<file path="src/design/board_test_pkg.sv">
// Constants for the board test mode control block
// Functional notes
// - Power-good low enters high-impedance test mode
// - Power-good low floats outputs, fast clock low
// - Slow clock output keeps following slow oscillator
// - Code captured on strobe rising edge
// - Connectivity mode: pins feed one AND tree
// - Speaker high only when all tree inputs high
// - Speaker, strobe, power-good, oscillators excluded
// - Power-good low pulse leaves connectivity mode
// - Repeated entry with code 00h also exits
package board_test_pkg;

	localparam int PIN_COUNT = 32;
	localparam int DATA_WIDTH = 8;
	localparam logic [7:0] CODE_CONNECT = 8'hFE;
	localparam logic [7:0] CODE_EXIT = 8'h00;
	localparam logic [7:0] DATA_RESET = 8'h00;

	// Each filtered input: 3 stage flops and an output flop, change taken when stages 2 and 3 agree
	localparam int SYNC_STAGES = 3;

	// Tester setup/hold on the data bus, and the clock it is measured in
	localparam int CLOCK_PERIOD_NS = 20;
	localparam int SETUP_HOLD_NS = 50;
	localparam int SETUP_HOLD_CYCLES =
		(SETUP_HOLD_NS + CLOCK_PERIOD_NS - 1) / CLOCK_PERIOD_NS;

	typedef enum logic [2:0] {
		MODE_NORMAL = 3'b001,
		MODE_HIZ = 3'b010,
		MODE_CONNECT = 3'b100
	} test_mode_t;

endpackage

</file>
<file path="src/design/pin_filter.sv">
// Three-stage synchroniser and agreement filter for asynchronous pins
`timescale 1ns/1ns
module pin_filter #(
	parameter int WIDTH = 1,
	parameter logic [WIDTH-1:0] RESET_VALUE = '0
) (
	input wire logic clock,
	input wire logic resetn,
	input wire logic [WIDTH-1:0] async_in,
	output logic [WIDTH-1:0] filtered_q
);

	logic [WIDTH-1:0] stage1_q;
	logic [WIDTH-1:0] stage2_q;
	logic [WIDTH-1:0] stage3_q;

	// Stages start at the idle level too, so no false edge follows reset
	always_ff @(posedge clock or negedge resetn) begin
		if (!resetn) begin
			stage1_q <= RESET_VALUE;
			stage2_q <= RESET_VALUE;
			stage3_q <= RESET_VALUE;
		end else begin
			stage1_q <= async_in;
			stage2_q <= stage1_q;
			stage3_q <= stage2_q;
		end
	end

	// Stage 1 feeds stage 2 only; a bit moves once stages 2 and 3 agree
	always_ff @(posedge clock or negedge resetn) begin
		if (!resetn) begin
			filtered_q <= RESET_VALUE;
		end else begin
			for (int i = 0; i < WIDTH; i++) begin
				if (stage2_q[i] == stage3_q[i]) begin
					filtered_q[i] <= stage3_q[i];
				end
			end
		end
	end

endmodule

</file>
<file path="src/design/board_test_mode_control.sv">
// Board test mode control: high-impedance and AND-tree connectivity modes
`timescale 1ns/1ns
module board_test_mode_control #(
	parameter int PINS = board_test_pkg::PIN_COUNT
) (
	input wire logic clock,
	input wire logic resetn,
	input wire logic power_ok_input,
	input wire logic gate_a20_mask_pin,
	input wire logic [board_test_pkg::DATA_WIDTH-1:0] peripheral_data_bus,
	input wire logic standby_reset_n,
	input wire logic fast_clock_source,
	input wire logic slow_osc_in,
	input wire logic [PINS-1:0] core_pin_out,
	input wire logic [PINS-1:0] core_pin_oe,
	input wire logic core_speaker_out,
	input wire logic [PINS-1:0] pin_in,
	output logic [PINS-1:0] pin_out,
	output logic [PINS-1:0] pin_oe,
	output logic speaker_out,
	output logic speaker_oe,
	output logic fast_osc_out,
	output logic slow_osc_out,
	output logic hiz_active,
	output logic connect_active,
	output logic [board_test_pkg::DATA_WIDTH-1:0] captured_code
);
	import board_test_pkg::*;

	localparam int FILT_W = PINS + DATA_WIDTH + 4;
	localparam logic [FILT_W-1:0] FILT_RESET = {
		{PINS{1'b1}}, DATA_RESET, 4'b1110};

	logic [FILT_W-1:0] filt_q;
	logic power_ok_f;
	logic strobe_n_f;
	logic standby_reset_n_f;
	logic slow_osc_f;
	logic [DATA_WIDTH-1:0] data_f;
	logic [PINS-1:0] pin_in_f;
	logic strobe_prev_q;
	logic power_prev_q;
	logic strobe_rise;
	logic power_fall;
	logic [DATA_WIDTH-1:0] data_hold_q;
	logic [DATA_WIDTH-1:0] code_q;
	logic [DATA_WIDTH-1:0] code_d;
	logic power_seen_high_q;
	logic tree_result;
	test_mode_t mode_q;
	test_mode_t mode_d;

	// Where the block settles once no test is pending
	function automatic test_mode_t rest_mode(input logic power_high);
		return power_high ? MODE_NORMAL : MODE_HIZ;
	endfunction

	// Pads and the fast clock follow the core only in normal operation
	function automatic logic pads_live(input test_mode_t m);
		return m == MODE_NORMAL;
	endfunction

	// Power-good resets high so a chip coming out of reset is not in Hi-Z
	pin_filter #(
		.WIDTH(FILT_W),
		.RESET_VALUE(FILT_RESET)
	) u_filter (
		.clock(clock),
		.resetn(resetn),
		.async_in({pin_in, peripheral_data_bus, power_ok_input,
			gate_a20_mask_pin, standby_reset_n, slow_osc_in}),
		.filtered_q(filt_q)
	);

	assign pin_in_f = filt_q[FILT_W-1 -: PINS];
	assign data_f = filt_q[3+DATA_WIDTH -: DATA_WIDTH];
	assign power_ok_f = filt_q[3];
	assign strobe_n_f = filt_q[2];
	assign standby_reset_n_f = filt_q[1];
	assign slow_osc_f = filt_q[0];

	always_ff @(posedge clock or negedge resetn) begin
		if (!resetn) begin
			strobe_prev_q <= 1'b1;
			power_prev_q <= 1'b1;
		end else begin
			strobe_prev_q <= strobe_n_f;
			power_prev_q <= power_ok_f;
		end
	end

	assign strobe_rise = strobe_n_f && !strobe_prev_q;
	assign power_fall = !power_ok_f && power_prev_q;

	// The bus is followed only while the strobe is low, so the value held
	// at the rising edge is the one the tester set up, not a later change
	always_ff @(posedge clock or negedge resetn) begin
		if (!resetn) begin
			data_hold_q <= DATA_RESET;
		end else if (!strobe_n_f) begin
			data_hold_q <= data_f;
		end
	end

	// The output register takes the next code, so it changes on the same
	// edge as the mode that the code selects
	assign code_d = strobe_rise ? data_hold_q : code_q;

	always_ff @(posedge clock or negedge resetn) begin
		if (!resetn) begin
			code_q <= DATA_RESET;
		end else begin
			code_q <= code_d;
		end
	end

	// Exit by power-good needs a low pulse after the entry low ended
	always_ff @(posedge clock or negedge resetn) begin
		if (!resetn) begin
			power_seen_high_q <= 1'b0;
		end else if (mode_q != MODE_CONNECT) begin
			power_seen_high_q <= 1'b0;
		end else if (power_ok_f) begin
			power_seen_high_q <= 1'b1;
		end
	end

	always_comb begin
		mode_d = mode_q;
		case (mode_q)
			MODE_NORMAL: begin
				if (!power_ok_f) begin
					mode_d = MODE_HIZ;
				end
			end
			MODE_HIZ: begin
				if (strobe_rise && data_hold_q == CODE_CONNECT) begin
					mode_d = MODE_CONNECT;
				end else if (power_ok_f) begin
					mode_d = MODE_NORMAL;
				end
			end
			MODE_CONNECT: begin
				if (strobe_rise && data_hold_q == CODE_EXIT) begin
					mode_d = rest_mode(power_ok_f);
				end else if (power_fall && power_seen_high_q) begin
					mode_d = MODE_HIZ;
				end
			end
			default: begin
				mode_d = rest_mode(power_ok_f);
			end
		endcase
	end

	always_ff @(posedge clock or negedge resetn) begin
		if (!resetn) begin
			mode_q <= MODE_NORMAL;
		end else begin
			mode_q <= mode_d;
		end
	end

	// Every pin but speaker, strobe, power-good and oscillators; the code
	// bus and the standby reset pin count as ordinary tree inputs
	assign tree_result = &pin_in_f
		&& &data_f
		&& standby_reset_n_f;

	always_ff @(posedge clock or negedge resetn) begin
		if (!resetn) begin
			pin_out <= '0;
			pin_oe <= '0;
		end else begin
			pin_out <= core_pin_out;
			// Floated in both test modes; in connectivity they are inputs
			pin_oe <= pads_live(mode_d) ? core_pin_oe : '0;
		end
	end

	always_ff @(posedge clock or negedge resetn) begin
		if (!resetn) begin
			speaker_out <= 1'b0;
			speaker_oe <= 1'b0;
		end else begin
			case (mode_d)
				MODE_NORMAL: begin
					speaker_out <= core_speaker_out;
					speaker_oe <= 1'b1;
				end
				MODE_CONNECT: begin
					speaker_out <= tree_result;
					speaker_oe <= 1'b1;
				end
				default: begin
					speaker_out <= 1'b0;
					speaker_oe <= 1'b0;
				end
			endcase
		end
	end

	// Fast clock is held low outside normal operation, never floated
	always_ff @(posedge clock or negedge resetn) begin
		if (!resetn) begin
			fast_osc_out <= 1'b0;
		end else begin
			fast_osc_out <= pads_live(mode_d) && fast_clock_source;
		end
	end

	// Slow oscillator passes through in all modes; jitter is one clock
	always_ff @(posedge clock or negedge resetn) begin
		if (!resetn) begin
			slow_osc_out <= 1'b0;
		end else begin
			slow_osc_out <= slow_osc_f;
		end
	end

	always_ff @(posedge clock or negedge resetn) begin
		if (!resetn) begin
			hiz_active <= 1'b0;
			connect_active <= 1'b0;
			captured_code <= DATA_RESET;
		end else begin
			hiz_active <= (mode_d == MODE_HIZ);
			connect_active <= (mode_d == MODE_CONNECT);
			captured_code <= code_d;
		end
	end

endmodule

</file>
<file path="config.mk">
export PLATFORM = sky130hd
export DESIGN_NAME = board_test_mode_control
export DESIGN_NICKNAME = d
export VERILOG_FILES = /design/src/design/board_test_pkg.sv /design/src/design/pin_filter.sv /design/src/design/board_test_mode_control.sv
export SDC_FILE = /design/constraint.sdc
export NUM_CORES = 1
export LEC_CHECK = 0
export ABC_AREA = 1
export BUFFER_PORTS_ARGS = -buffer_cell sky130_fd_sc_hd__buf_2
export CAP_MARGIN = 20
export CORE_ASPECT_RATIO = 1.1
export CORE_MARGIN = 1
export CORE_UTILIZATION = 35
export DETAILED_ROUTE_END_ITERATION = 7
export PLACE_DENSITY_LB_ADDON = 0.2
export SLEW_MARGIN = 15
export SYNTH_ARGS = -nofsm -noshare
export SYNTH_HDL_FRONTEND = slang
export SYNTH_SLANG_ARGS = --single-unit
</file>
<file path="constraint.sdc">
create_clock -name clock -period 1.92 [get_ports clock]
set_input_delay 0 -clock clock [delete_from_list [all_inputs] [get_ports clock]]
set_output_delay 0 -clock clock [all_outputs]
set_load 0.01 [all_outputs]
</file>
Word-level counts from Yosys, hierarchy flattened
Index checks and enable logic that the tools add are counted.
{"block": "word_totals", "register_bits": 268, "input_bits": 112}
{"block": "op_classes", "eq_ne": 52, "muxes": 12, "n_reduce_logical": 15}
{"op": "$eq A1 B1 Y1", "n": 44}
{"op": "$mux W32", "n": 1}
{"op": "$reduce_and A32 Y1", "n": 1}
{"op": "$mux W3", "n": 5}
{"op": "$pmux W3 S3", "n": 1}
{"op": "$eq A8 B8 Y1 const B", "n": 1}
{"op": "$logic_and A1 B1 Y1", "n": 8}
{"op": "$logic_not A8 Y1", "n": 1}
{"op": "$reduce_and A8 Y1", "n": 1}
{"op": "$eq A3 B1 Y1 const B", "n": 2}
{"op": "$eq A3 B2 Y1 const B", "n": 2}
{"op": "$eq A3 B3 Y1 const B", "n": 2}
{"op": "$mux W1", "n": 3}
{"op": "$ne A3 B3 Y1 const B", "n": 1}
{"op": "$logic_not A1 Y1", "n": 2}
{"op": "$mux W2", "n": 1}
{"op": "$pmux W1 S2", "n": 1}
{"op": "$reduce_bool A2 Y1", "n": 1}
{"op": "$reduce_or A2 Y1", "n": 1}

Longest topological paths before layout
{"block": "depth", "ltp_word": 9, "depth_mapped": 9, "mapped_depth_nobuf": 9}

Cells and area by module
From an unflattened synthesis, not the netlist that was laid out.
{"block": "hier_totals", "hier_cells": 633, "hier_area_um2": 8476.9}
{"module": "pin_filter", "n_inst": 1, "cells_each": 352, "area_each_um2": 5295.1, "seq_area_each_um2": 4579.4}
{"module": "board_test_mode_control", "n_inst": 1, "cells_each": 281, "area_each_um2": 3181.8, "seq_area_each_um2": 2306.0}

Least setup slack after synthesis
No wires, ideal clock.
{"block": "synth_path", "path_type": "register -> register", "start": "register u_filter.filtered_q[2]", "end": "register pin_oe[10]", "setup_ns": 0.115, "t_arrival_ns": 1.333, "required_time_ns": 1.805, "setup_slack_ns": 0.473, "path_stages_with_launch": 10, "path_buffers": 2, "synth_period_minus_slack_ns": 1.447, "path_cell_list": "dfstp_2 > buf_4 > nand2_1 > nor2_1 > nand3_1 > nand2_1 > nand3_2 > nand2_4 > buf_6 > nor2_1"}
{"block": "synth_via", "elab_chain_len": 6}
{"element": "start: declaration", "line": "pin_filter.sv:10", "rtl": "output logic [WIDTH-1:0] filtered_q"}
{"element": "start signal: indexed assignment", "line": "pin_filter.sv:37", "rtl": "filtered_q[i] <= stage3_q[i];"}
{"element": "$logic_and A1 B1 Y1 (*)", "line": "board_test_mode_control.sv:92", "rtl": "assign strobe_rise = strobe_n_f && !strobe_prev_q;"}
{"element": "$logic_and A1 B1 Y1 (on tied branches)", "line": "board_test_mode_control.sv:144, board_test_mode_control.sv:137"}
{"element": "$mux W3 (on tied branches)", "line": "board_test_mode_control.sv:144, board_test_mode_control.sv:137"}
{"element": "$pmux W3 S3 (*)", "line": "board_test_mode_control.sv:130", "rtl": "case (mode_q)"}
{"element": "$eq A3 B1 Y1 (*)", "line": "board_test_mode_control.sv:60", "rtl": "return m == MODE_NORMAL;"}
{"element": "$mux W32 (*)", "line": "board_test_mode_control.sv:177", "rtl": "pin_oe <= pads_live(mode_d) ? core_pin_oe : '0;"}
{"element": "end signal: assignment", "line": "board_test_mode_control.sv:177"}
{"element": "end: declaration", "line": "board_test_mode_control.sv:19", "rtl": "output logic [PINS-1:0] pin_oe,"}
Mark *: on every way between the ends. The rest lies on a longest branch, timed or not.
A chain may end at the register's enable or synchronous reset.

Worst setup path in the final report
{"block": "layout_path", "start": "register u_filter.filtered_q[2]", "end": "register pin_oe[11]"}
The elaborated chain is that of the path after synthesis.

==> summary.md <==
### Global route
• **via count of the first global-routing pass** 5362
• **largest net degree at the start of global routing** 72
• **gr busiest metal** met2
• **wire length of the first global-routing pass** 24600 µm
• **overall overflow remaining after global route** 0
• **met1 Resource Use GR** 14.4%
• **antenna violations before repair** 0
• **gr usage total** 12.6%
• **met3 track demand over resource** 3.03%
• **GR Layer Usage met2** 22.9%

### Outcome
• **result of the run** finished clean

### Synth
• **top cells by instance count after synthesis** sky130_fd_sc_hd__dfstp_2 (143), sky130_fd_sc_hd__dfrtp_1 (125), sky130_fd_sc_hd__nor2_1 (61)
• **cell area after synthesis** 0.00820 mm²
• **#FFs+latches synth** 268
• **cells taking the most area after synthesis** sky130_fd_sc_hd__dfstp_2 (46%), sky130_fd_sc_hd__dfrtp_1 (38%), sky130_fd_sc_hd__maj3_1 (5.4%)
• **most area-hungry cell type in the Yosys netlist** sky130_fd_sc_hd__dfstp_2
• **top_reg_cell synth** sky130_fd_sc_hd__dfstp_2
• **post-synth cell types** 18
• **cell with the most instances after synthesis** sky130_fd_sc_hd__dfstp_2
• **Yosys warning count** 0
• **share of the synthesized area in the top cell type** 45.8%
• **net count of the mapped netlist** 635
• **synthesized instance count** 523
• **fraction of registers with async set/reset** 100%
• **syn avg cell area** 15.7 µm²
• **sequential share of the synthesized area** 84.0%
• **number of flops mapped to enable cells by yosys** 0

### CTS
• **number of levels the H-tree was split into** 1
• **CTS tree** done
• **number of buffers inserted during clock tree synthesis** 28
• **clock sink total** 268
• **buffer cell driving the clock tree root** sky130_fd_sc_hd__clkbuf_16
• **clock edge transition at the registers on the reported setup and hold paths** 60 ps
• **CTS Buffer Depth** 3
• **clock latency of the later-clocked register in the worst-skew pair** 520 ps
• **number of setup buffers added after CTS** 0

### Timing
• **final critical-path share of the clock period** 88.1%
• **Max Slew Vio Count** 0
• **final number of setup-violating endpoints** 0
• **Max Freq** 591 MHz
• **Final Skew** 4.92 ps
• **Setup TNS** 0 ps
• **Period minus WS final** 1690 ps
• **slew at the pin closest to its max-slew limit** 507 ps
• **RSZ-0062 raised after global routing** false
• **worst-case headroom to the max-slew limit** 66.2%
• **Fin. Hold Viols** 0

### Route
• **wirelength, routed** 14800 µm
• **via-per-instance ratio** 4.09
• **via count** 4813
• **detailed-route wire length per cell** 12.5 µm
• **number of antenna-violating nets in the routed design** 0
• **Iter 0 DRT Violations** 227
• **detailed-route DRC error count** 0
• **length of the first detailed-routing pass in iterations** 4

### Finish
• **Ant. Diodes** 0
• **Layout area overhead** 42.1%
• **count of nets after finishing** 966
• **share of layout cells above drive strength 1** 45.2%
• **post-route core utilization** 50.8%

### Setup path
• **critical path arrival** 2080 ps
• **kind of critical path** reg -> reg
• **startpoint kind of the worst setup timing path** register
• **Max Fanout on Critical Path** 34
• **worst path required time** 2310 ps
• **Setup crit end kind** register

### Place
• **estimated wirelength of the detail-placed design** 9110 µm
• **final weighted congestion in routability-driven placement** 0.753
• **count of buffers inserted at the top-level ports** 189

### Power and ir drop
• **Pwr Density** 1110 mW/mm²
• **Switching Fraction** 22.3%
• **Switch Pwr** 2.89 mW
• **share of total power in the clock network** 42.3%
• **combinational share of power** 7.9%
• **leakage power** 5.47 nW
• **worst vdd ir** 0.000758 V
• **Cell Int Power** 10.1 mW
• **sequential share of power** 49.8%

### Die
• **floorplan row count** 58
• **die area** 0.0240 mm²
• **Chip Width** 148 µm
• **die span in y** 163 µm
• **effective utilization at floorplan** 35.8%
• **I/O pin total** 190
• **Core ar.** 0.0229 mm²

### Run
• **max-capacitance violation count** 0

### Worst hold path
• **worst min-delay path category** in -> async

[cell type report]
class                      count  area (µm²)
clock inverter                17         158
clock buffer                  35         821
tap                          300         375
inverter                      54         203
fill                        1967       11300
sequential                   268        6890
timing repair buffer         308        2150
multi-input combinational    194        1060
[flip-flops by register name (all words and copies together) (netlist names), 3 cells and up]
signal               flops
pin_oe                  32
captured_code            8
pin_out                 32
u_filter.filtered_q     44
mode_q                   3
data_hold_q              8
u_filter.stage1_q       44
u_filter.stage3_q       44
u_filter.stage2_q       44
[kinds of logic after synthesis]
| logic type | count (synthesis) | synth area share, % |
|---|---|---|
| compound gates | 14 | 0.855 |
| fa+ha+maj | 44 | 5.37 |
| buf+inv | 61 | 3.11 |
| flops | 268 | 84.0 |
| simple gates | 136 | 6.68 |
[path summary, 6_finish.rpt]
kind | startpoint | endpoint | slack, ps | cells past startpoint
worst max-delay path | u_filter.filtered_q[2]$_DFFE_PN1N_ | pin_oe[11]$_DFF_PN0_ | 230 | 7
worst min-delay path | resetn | u_filter.stage3_q[9]$_DFF_PN0_ | 4 | 2
worst max register to register | u_filter.filtered_q[2]$_DFFE_PN1N_ | pin_oe[11]$_DFF_PN0_ | 230 | 7
worst min register to register | u_filter.stage1_q[4]$_DFF_PN0_ | u_filter.stage2_q[4]$_DFF_PN0_ | 350 | 0
max in group asynchronous | resetn | u_filter.filtered_q[3]$_DFFE_PN1N_ | 1100 | 3
min in group clock | pin_in[6] | u_filter.stage1_q[18]$_DFF_PN1_ | 110 | 2
[per-layer routing]
| layer | part of all wire, % | wire, µm |
|---|---|---|
| met3 | 5.7 | 839 |
| met1 | 40 | 5940 |
| met2 | 52 | 7640 |
| met4 | 2.2 | 328 |
| met5 | 0 | 0 |
[layout by cell type, fill, tap and decap left out, types with 4 or more instances in the layout]
master / instances
sky130_fd_sc_hd__clkbuf_16: 31
sky130_fd_sc_hd__dlygate4sd3_1: 111
sky130_fd_sc_hd__nand2_1: 60
sky130_fd_sc_hd__dfrtp_1: 125
sky130_fd_sc_hd__o21ai_0: 12
sky130_fd_sc_hd__maj3_1: 44
sky130_fd_sc_hd__nand3_1: 7
sky130_fd_sc_hd__buf_4: 6
sky130_fd_sc_hd__nor2_1: 61
sky130_fd_sc_hd__inv_4: 4
sky130_fd_sc_hd__buf_2: 188
sky130_fd_sc_hd__clkinv_2: 6
sky130_fd_sc_hd__inv_1: 54
sky130_fd_sc_hd__dfstp_2: 143
[through the flow]
step,hold WS (ps),instances,setup WS (ps),power [mW],area [µm²]
floorplan,-296,523,473,6.90,8200
global placement,-25.0,1013,283,7.36,9560
detailed placement,-13.0,1013,226,7.41,9560
CTS,22.3,1176,213,13.2,11700
global route,40.9,1176,28.7,13.6,11700
finish,4.18,1176,229,13.0,11700
[power groups by stage]
| stage | Sequential, mW | Combinational, mW | Clock, mW |
|---|---|---|---|
| floorplan | 6.57 | 0.331 | 0 |
| global placement | 6.53 | 0.831 | 0 |
| detailed placement | 6.55 | 0.858 | 0 |
| CTS | 6.47 | 1.04 | 5.70 |
| global route | 6.51 | 1.14 | 5.94 |
| finish | 6.46 | 1.02 | 5.48 |
[repair_timing]
| action | in CTS | in global routing |
|---|---|---|
| hold buffers | 111 | 0 |
| resized for setup | 0 | 0 |
| hold endpoints to repair | 278 | 0 |
[critical path: stages (launching register included)]
cell and delay (ps):
sky130_fd_sc_hd__dfstp_2 640, sky130_fd_sc_hd__nand2_1 90, sky130_fd_sc_hd__nor2_1 100, sky130_fd_sc_hd__nand3_1 110, sky130_fd_sc_hd__nand2_1 120, sky130_fd_sc_hd__nand3_2 120, sky130_fd_sc_hd__nand2_4 280, sky130_fd_sc_hd__nor2_1 90
No activity file was read; power rests on OpenSTA's default activity.
